`src/rtl/tcr_pkg.sv`:
```
package tcr_pkg;

  // Function shift chain length
  localparam int TCR_CHAIN_LEN = 48;
  // Trigger view delay of the external clock path, in cycles
  localparam int TCR_VIEW_DELAY = 3;
  // Control latch field positions
  localparam int TCR_BIT_A_THEN_B_N = 0;
  localparam int TCR_BIT_A_MODE = 1;
  localparam int TCR_BIT_EXT_ACTIVE = 2;
  localparam int TCR_BIT_EXT_EDGE = 3;
  localparam int TCR_BIT_EXT_EXER = 4;
  localparam int TCR_BIT_TRIG_EN = 5;
  localparam int TCR_BIT_MSB = 7;
  // Control latch reset value: A mode, trigger disabled, ext clock off
  localparam logic [7:0] TCR_CTRL_RESET = 8'h01;

  typedef enum logic [2:0] {
    TCR_MODE_A = 3'h1,
    TCR_MODE_B = 3'h2,
    TCR_MODE_ATB = 3'h4
  } tcr_mode_t;

  typedef struct packed {
    logic a_then_b_n;
    logic a_mode;
    logic ext_clock_active;
    logic ext_clock_edge_select;
    logic ext_clock_exercise;
    logic trigger_enable_bit;
  } tcr_ctrl_t;

  typedef struct packed {
    logic func_a_strobe_first;
    logic func_a_strobe_second;
    logic filter_sync_a_first;
    logic filter_sync_a_second;
    logic external_edge_enable_n;
  } tcr_func_a_t;

endpackage

```
`src/rtl/tcr_trigger_control.sv`:
```
`timescale 1ns/1ps
// Notes on behaviour
// - In A or B mode, trigger output is inhibited while reset input is high.
// - In A-then-B mode, reset inhibits trigger and clears the armed state if function A is low.
// - When reset falls, triggering resumes with no processor action.
// - Reset clears the arming latch only while filtered function A is low.
// - During reset both function A edge strobes are forced low.
// - During reset external edge enable and both A sync controls go low.
// - External clock active enables clock buffers, edge detectors, view source.
// - Edge select high passes clock as is, low passes it inverted.
// - External clock inactive forces buffered clock high.
// - Exercise control forces a low clock level, not in alternate logic family.
// - Trigger view shows trigger output, or external clock when active.
// - External clock view path is delayed to align with other traces.
// - Control latch takes all eight data bits on mode strobe rising edge.
// - Trigger enable bit low acts as internal reset of trigger output.
// - Function shift chain of 48 bits shifts in data msb per strobe.
// - Last chain stage is returned to processor as a test bit.
// - Mode code: A is 1/0, B is 1/1, A-then-B is 0/1.
// - In A-then-B, A arms; next B gives one pulse and disarms.
module tcr_trigger_control
  import tcr_pkg::*;
#(
  parameter int CHAIN_LEN = TCR_CHAIN_LEN,
  parameter int VIEW_DELAY = TCR_VIEW_DELAY
) (
  // Clock and reset
  input wire logic clock,
  input wire logic reset_n,
  // Processor write side
  input wire logic [7:0] filtered_data_bus,
  input wire logic mode_latch_write_strobe,
  input wire logic function_shift_strobe,
  output logic shift_test_bit,
  // Pins and jumper
  input wire logic trigger_reset_in,
  input wire logic ext_clock_in,
  input wire logic ext_ecl_select,
  // From filters and edge detectors
  input wire logic filtered_function_a,
  input wire logic filtered_function_b,
  input wire logic func_a_strobe_first_in,
  input wire logic func_a_strobe_second_in,
  input wire logic filter_sync_a_first_in,
  input wire logic filter_sync_a_second_in,
  // To trigger logic
  output logic [CHAIN_LEN-1:0] function_bits,
  output tcr_ctrl_t ctrl_out,
  output tcr_func_a_t func_a_out,
  output logic ext_buffer_enable,
  output logic buffered_ext_clock,
  output logic trigger_out,
  output logic armed,
  output logic trigger_view
);

  // Synchronisers for every asynchronous input
  logic [7:0] data_s1_reg, data_s2_reg;
  logic [8:0] pin_s1_reg, pin_s2_reg;
  logic [8:0] pin_raw;
  logic [1:0] fn_s1_reg, fn_s2_reg;
  logic mode_strobe_d_reg, shift_strobe_d_reg;

  // Each strobe and sync control keeps its own path so the two products func_a_strobe_second independent
  assign pin_raw = {mode_latch_write_strobe, function_shift_strobe, trigger_reset_in, ext_clock_in,
                    ext_ecl_select, func_a_strobe_first_in, func_a_strobe_second_in,
                    filter_sync_a_first_in, filter_sync_a_second_in};

  always_ff @(posedge clock or negedge reset_n) begin
    if (!reset_n) begin
      data_s1_reg <= 8'h00;
      data_s2_reg <= 8'h00;
      pin_s1_reg <= 9'h000;
      pin_s2_reg <= 9'h000;
      fn_s1_reg <= 2'h0;
      fn_s2_reg <= 2'h0;
      mode_strobe_d_reg <= 1'b0;
      shift_strobe_d_reg <= 1'b0;
    end else begin
      data_s1_reg <= filtered_data_bus;
      data_s2_reg <= data_s1_reg;
      pin_s1_reg <= pin_raw;
      pin_s2_reg <= pin_s1_reg;
      fn_s1_reg <= {filtered_function_a, filtered_function_b};
      fn_s2_reg <= fn_s1_reg;
      mode_strobe_d_reg <= pin_s2_reg[8];
      shift_strobe_d_reg <= pin_s2_reg[7];
    end
  end

  // Synchronised names
  wire mode_strobe_s = pin_s2_reg[8];
  wire shift_strobe_s = pin_s2_reg[7];
  wire reset_in_s = pin_s2_reg[6];
  wire ext_clock_s = pin_s2_reg[5];
  wire ecl_sel_s = pin_s2_reg[4];
  wire strobe_first_s = pin_s2_reg[3];
  wire strobe_second_s = pin_s2_reg[2];
  wire sync_first_s = pin_s2_reg[1];
  wire sync_second_s = pin_s2_reg[0];
  wire fn_a_s = fn_s2_reg[1];
  wire fn_b_s = fn_s2_reg[0];
  wire mode_rise = mode_strobe_s & ~mode_strobe_d_reg;
  wire shift_rise = shift_strobe_s & ~shift_strobe_d_reg;

  // Control latch and shift chain
  logic [7:0] ctrl_reg;
  logic [CHAIN_LEN-1:0] chain_reg;

  always_ff @(posedge clock or negedge reset_n) begin
    if (!reset_n) begin
      ctrl_reg <= TCR_CTRL_RESET;
    end else if (mode_rise) begin
      ctrl_reg <= data_s2_reg;
    end
  end

  always_ff @(posedge clock or negedge reset_n) begin
    if (!reset_n) begin
      chain_reg <= '0;
    end else if (shift_rise) begin
      chain_reg <= {chain_reg[CHAIN_LEN-2:0], data_s2_reg[TCR_BIT_MSB]};
    end
  end

  wire a_then_b_n = ctrl_reg[TCR_BIT_A_THEN_B_N];
  wire a_mode = ctrl_reg[TCR_BIT_A_MODE];
  wire ext_active = ctrl_reg[TCR_BIT_EXT_ACTIVE];
  wire ext_edge = ctrl_reg[TCR_BIT_EXT_EDGE];
  wire ext_exer = ctrl_reg[TCR_BIT_EXT_EXER];
  wire trig_en = ctrl_reg[TCR_BIT_TRIG_EN];

  // Mode decode
  tcr_mode_t mode;
  assign mode = (!a_then_b_n && a_mode) ? TCR_MODE_ATB :
                (a_then_b_n && a_mode) ? TCR_MODE_B : TCR_MODE_A;

  // Effective reset: pin high or trigger enable bit low
  wire inhibit = reset_in_s | ~trig_en;
  // Reset clears the arming latch only with function A low
  wire disarm_by_reset = inhibit & ~fn_a_s;

  // External clock path
  wire ext_level = ext_clock_s & ~(ext_exer & ~ecl_sel_s);
  wire ext_slope = ext_level ~^ ext_edge;
  wire ext_buffered = ext_active ? ext_slope : 1'b1;

  // A-then-B logic with registered edge detection of the functions
  logic fn_a_d_reg, fn_b_d_reg;
  logic armed_reg, trigger_reg;
  wire fn_a_rise = fn_a_s & ~fn_a_d_reg;
  wire fn_b_rise = fn_b_s & ~fn_b_d_reg;

  logic trigger_next, armed_next;
  always_comb begin
    trigger_next = 1'b0;
    armed_next = armed_reg;
    case (mode)
      TCR_MODE_A: begin
        trigger_next = fn_a_s & ~inhibit;
        armed_next = 1'b0;
      end
      TCR_MODE_B: begin
        trigger_next = fn_b_s & ~inhibit;
        armed_next = 1'b0;
      end
      TCR_MODE_ATB: begin
        if (disarm_by_reset) begin
          armed_next = 1'b0;
        end else if (armed_reg && fn_b_rise && !inhibit) begin
          trigger_next = 1'b1;
          armed_next = 1'b0;
        end else if (fn_a_rise && !inhibit) begin
          armed_next = 1'b1;
        end
      end
      default: begin
        trigger_next = 1'b0;
        armed_next = 1'b0;
      end
    endcase
  end

  // View delay line for the external clock
  logic [VIEW_DELAY-1:0] view_dly_reg;
  wire view_next = ext_active ? view_dly_reg[VIEW_DELAY-1] : trigger_next;

  always_ff @(posedge clock or negedge reset_n) begin
    if (!reset_n) begin
      fn_a_d_reg <= 1'b0;
      fn_b_d_reg <= 1'b0;
      armed_reg <= 1'b0;
      trigger_reg <= 1'b0;
      view_dly_reg <= '0;
    end else begin
      fn_a_d_reg <= fn_a_s;
      fn_b_d_reg <= fn_b_s;
      armed_reg <= armed_next;
      trigger_reg <= trigger_next;
      view_dly_reg <= {view_dly_reg[VIEW_DELAY-2:0], ext_buffered};
    end
  end

  // Registered outputs
  tcr_func_a_t func_a_next;
  assign func_a_next.func_a_strobe_first = ~reset_in_s & strobe_first_s;
  assign func_a_next.func_a_strobe_second = ~reset_in_s & strobe_second_s;
  assign func_a_next.filter_sync_a_first = ~reset_in_s & sync_first_s;
  assign func_a_next.filter_sync_a_second = ~reset_in_s & sync_second_s;
  assign func_a_next.external_edge_enable_n = ~reset_in_s & ~ext_active;

  always_ff @(posedge clock or negedge reset_n) begin
    if (!reset_n) begin
      func_a_out <= '0;
      ctrl_out <= '0;
      function_bits <= '0;
      shift_test_bit <= 1'b0;
      ext_buffer_enable <= 1'b0;
      buffered_ext_clock <= 1'b1;
      trigger_out <= 1'b0;
      armed <= 1'b0;
      trigger_view <= 1'b0;
    end else begin
      func_a_out <= func_a_next;
      ctrl_out <= {a_then_b_n, a_mode, ext_active, ext_edge, ext_exer, trig_en};
      function_bits <= chain_reg;
      shift_test_bit <= chain_reg[CHAIN_LEN-1];
      ext_buffer_enable <= ext_active;
      buffered_ext_clock <= ext_buffered;
      trigger_out <= trigger_next;
      armed <= armed_next;
      trigger_view <= view_next;
    end
  end
endmodule // tcr_trigger_control

```
`config.mk`:
```
export PLATFORM = sky130hd
export DESIGN_NAME = tcr_trigger_control
export DESIGN_NICKNAME = d
export VERILOG_FILES = /design/src/rtl/tcr_pkg.sv /design/src/rtl/tcr_trigger_control.sv
export SDC_FILE = /design/constraint.sdc
export NUM_CORES = 1
export LEC_CHECK = 0
export BUFFER_PORTS_ARGS = -buffer_cell sky130_fd_sc_hd__clkbuf_2
export CELL_PAD_IN_SITES_DETAIL_PLACEMENT = 0
export CELL_PAD_IN_SITES_GLOBAL_PLACEMENT = 1
export CORE_ASPECT_RATIO = 1.25
export CORE_MARGIN = 1
export CORE_UTILIZATION = 34
export DETAILED_ROUTE_END_ITERATION = 6
export PLACE_DENSITY_LB_ADDON = 0.1
export SETUP_SLACK_MARGIN = 0.1
export SLEW_MARGIN = 0
export SYNTH_ARGS = -nofsm -noshare
export SYNTH_HDL_FRONTEND = slang
export SYNTH_SLANG_ARGS = --single-unit
```
`constraint.sdc`:
```
create_clock -name clock -period 2.7 [get_ports clock]
set_input_delay 0 -clock clock [delete_from_list [all_inputs] [get_ports clock]]
set_output_delay 0 -clock clock [all_outputs]
set_load 0.005 [all_outputs]
```
==> reports/results.ini <==
[clock_tree]
clk_pin_slew_ns = 0.06
cts_setup_buffers = 0
htreeDepth = 4
cts_buffers = 17
root_buffer = clkbuf_16
cts-resized-gates = 0
max-clock-path-buffers = 2
clock-sinks = 160
clock_latency_ns = 0.41
cts_tree = yes

[synthesis]
synthAdderAreaFrac_pct = 0
synth_xor_xnor_area_share_pct = 0
yosys_warnings = 0
synth_seq_cells = 160
synth.distinct_cells = 22
synth_area_leaders = dfrtp_1 80%, mux2_2 7.5%, mux2_4 6.1%
yosysSeqAreaShare_pct = 81.1
synth_top_cell_by_area = dfrtp_1
synth_top_area_share_pct = 80.0
synth_compound_area_share_pct = 0.861
syn_area_per_cell_um2 = 19.8
synth_area_um2 = 4940
synth_top_family_by_area = multiplexers
synthMuxAreaShare_pct = 13.6
yosys.area_share.simple_pct = 2.61
synth_fp_nets = 270
synthCells = 249

[worst_setup_path]
startpoint_type = register
crit_slowest_cell = nor2b_4
slowest_delay_ns = 0.45
crit_type = register to register
end_kind = register
crit_arrival_ns = 1.94
crit_path_cell_trace = nor2b_4 > buf_12 > mux2_2
cp_max_fo = 35
crit_required_ns = 2.99

[drt]
wirelength_mm = 7.52
dr_total_vias = 2284
drc_errors = 0
drt_pass1_iterations = 3
viasPerCell = 4.12
drt_iter0_drc = 89
drt-wirelength-per-cell_um = 13.6
ant_nets = 0

[global_route]
antenna_found_initial = 0
grtUsageTotal_pct = 11.5
grt_overflow = 0
grt_pass1_wl_mm = 12.6
grt_max_degree = 78
grt_pass1_vias = 2561

[sta]
max-slew-margin-rel_pct = 58.5
max_freq_mhz = 605
drv_slew = 0
finalSetupViolCount = 0
fin_crit_ns = 1.65
tightestPinTransition_ns = 0.622
fin_worst_skew_ns = 0.00721
grt_setup_unrepaired = no
hold_viol = 0
holdWs_ns = 0.0995
post-route-period-util_pct = 61.2
tns_ns = 0

[pwr]
p_per_area_nw_per_um2 = 879
leakagePower_nw = 3.17
peakVddDrop_mv = 0.443

[final_layout]
finalNetCount = 387
n_fill_cell = 1258
synthToLayoutAreaGrowth_pct = 28.1
diodes = 0
drive_above_1_share_pct = 44.6

[die]
core.rowCount = 48
dieArea_um2 = 15000
initial_core_util_pct = 35.3
io_pins = 86
core_um2 = 14000
fp.dieW_um = 110
die_y_um = 137

[place]
gp_congestion = 0.744
portBuffers = 84
hpwlAfterDp_mm = 4.50

[worst_hold_path]
holdCritPathClass = input port to async pin

[job]
cap_viol_max_count = 0

[outcome]
outcome = complete, no violations

-- placed cells by master (no fill, tap or decap), types with 2 or more instances in the layout --
master | Yosys | layout
bufinv_16 | 0 | 2
o21ai_0 | 4 | 4
nand2_1 | 3 | 3
clkbuf_8 | 0 | 5
mux2_4 | 20 | 20
nand2b_1 | 2 | 2
dlygate4sd3_1 | 0 | 19
buf_12 | 2 | 2
dfstp_2 | 2 | 2
nor2_1 | 2 | 2
clkbuf_16 | 0 | 17
and3b_1 | 2 | 2
nor2b_1 | 7 | 7
mux2_2 | 33 | 33
clkbuf_1 | 0 | 6
clkbuf_2 | 0 | 83
dfrtp_1 | 158 | 158
-- power breakdown --
part	internal (W)	switching [W]
Sequential	0.00268	0.000133
Combinational	0.000227	0.000173
Clock	0.00149	0.000860
-- cell type report --
| class | instances | area (um2) | share of cell area (%) |
|---|---|---|---|
| Clock inverter | 4 | 76.3 | 1.21 |
| Inverter | 1 | 3.75 | 0.0593 |
| Timing Repair Buffer | 106 | 664 | 10.5 |
| Sequential cell | 160 | 4010 | 63.3 |
| Tap cell | 175 | 219 | 3.46 |
| Multi-Input combinational cell | 80 | 843 | 13.3 |
| Clock buffer | 28 | 517 | 8.16 |
-- cells by family after synthesis --
| logic type | count (synthesis) |
|---|---|
| buffers and inverters | 9 |
| muxes | 53 |
| DFF | 160 |
| AOI/OAI and AO/OA | 7 |
| and+or+nand+nor | 20 |
-- critical path, delay by kind of cell (launching register included) --
family / cells / cell delay [ns]
buf+inv: 1 / 0.31
flops: 1 / 0.39
mux: 1 / 0.36
simple gates: 1 / 0.45
-- layer usage --
metal / GRT usage, % / wire length, um
met3: 4.90 / 361
met4: 5.78 / 129
met1: 13.6 / 3230
met5: 0 / 0
met2: 17.8 / 3800
-- worst paths after layout --
path	to	depth (start not counted)	from	slack (ns)
worst min register to register	pin_s2_reg[4]	0	pin_s1_reg[4]	0.35
worst max-delay path	chain_reg[1]	3	shift_strobe_d_reg	1.05
min in group clock	pin_s1_reg[7]	2	function_shift_strobe	0.24
worst max register to register	chain_reg[1]	3	shift_strobe_d_reg	1.05
worst min-delay path	mode_strobe_d_reg	2	reset_n	0.1
max in group asynchronous	chain_reg[34]	3	reset_n	1.80
-- metrics by stage --
stage,setup slack (ns),cells,power (W),utilization (%),area (um2)
2_1_floorplan,1.49,249,0.00300,-,4940
3_3_place_gp,1.03,503,0.00324,39.6,5550
3_5_place_dp,1.03,503,0.00325,39.6,5550
4_1_cts,1.02,554,0.00567,45.2,6330
5_1_grt,0.948,554,0.00584,45.2,6330
6_report,1.05,554,0.00556,45.2,6330
-- synth_stat cells (all sizes together) --
cell type and count:
dfrtp 158, mux2 53, buf 8, nor2b 8, o21ai 4, nand2 3, and3b 2, dfstp 2
nand2b 2, nor2 2, a21boi 1, a221oi 1, a31oi 1, and3 1, inv 1, nand4b 1
nor3b 1
-- timing repair --
| item | 4_1_cts | 5_1_grt |
|---|---|---|
| endpoints found under the setup margin | 0 | 0 |
| hold endpoints to repair | 68 | 0 |
| hold buffers | 19 | 0 |
(Power assumes the default switching activity.)
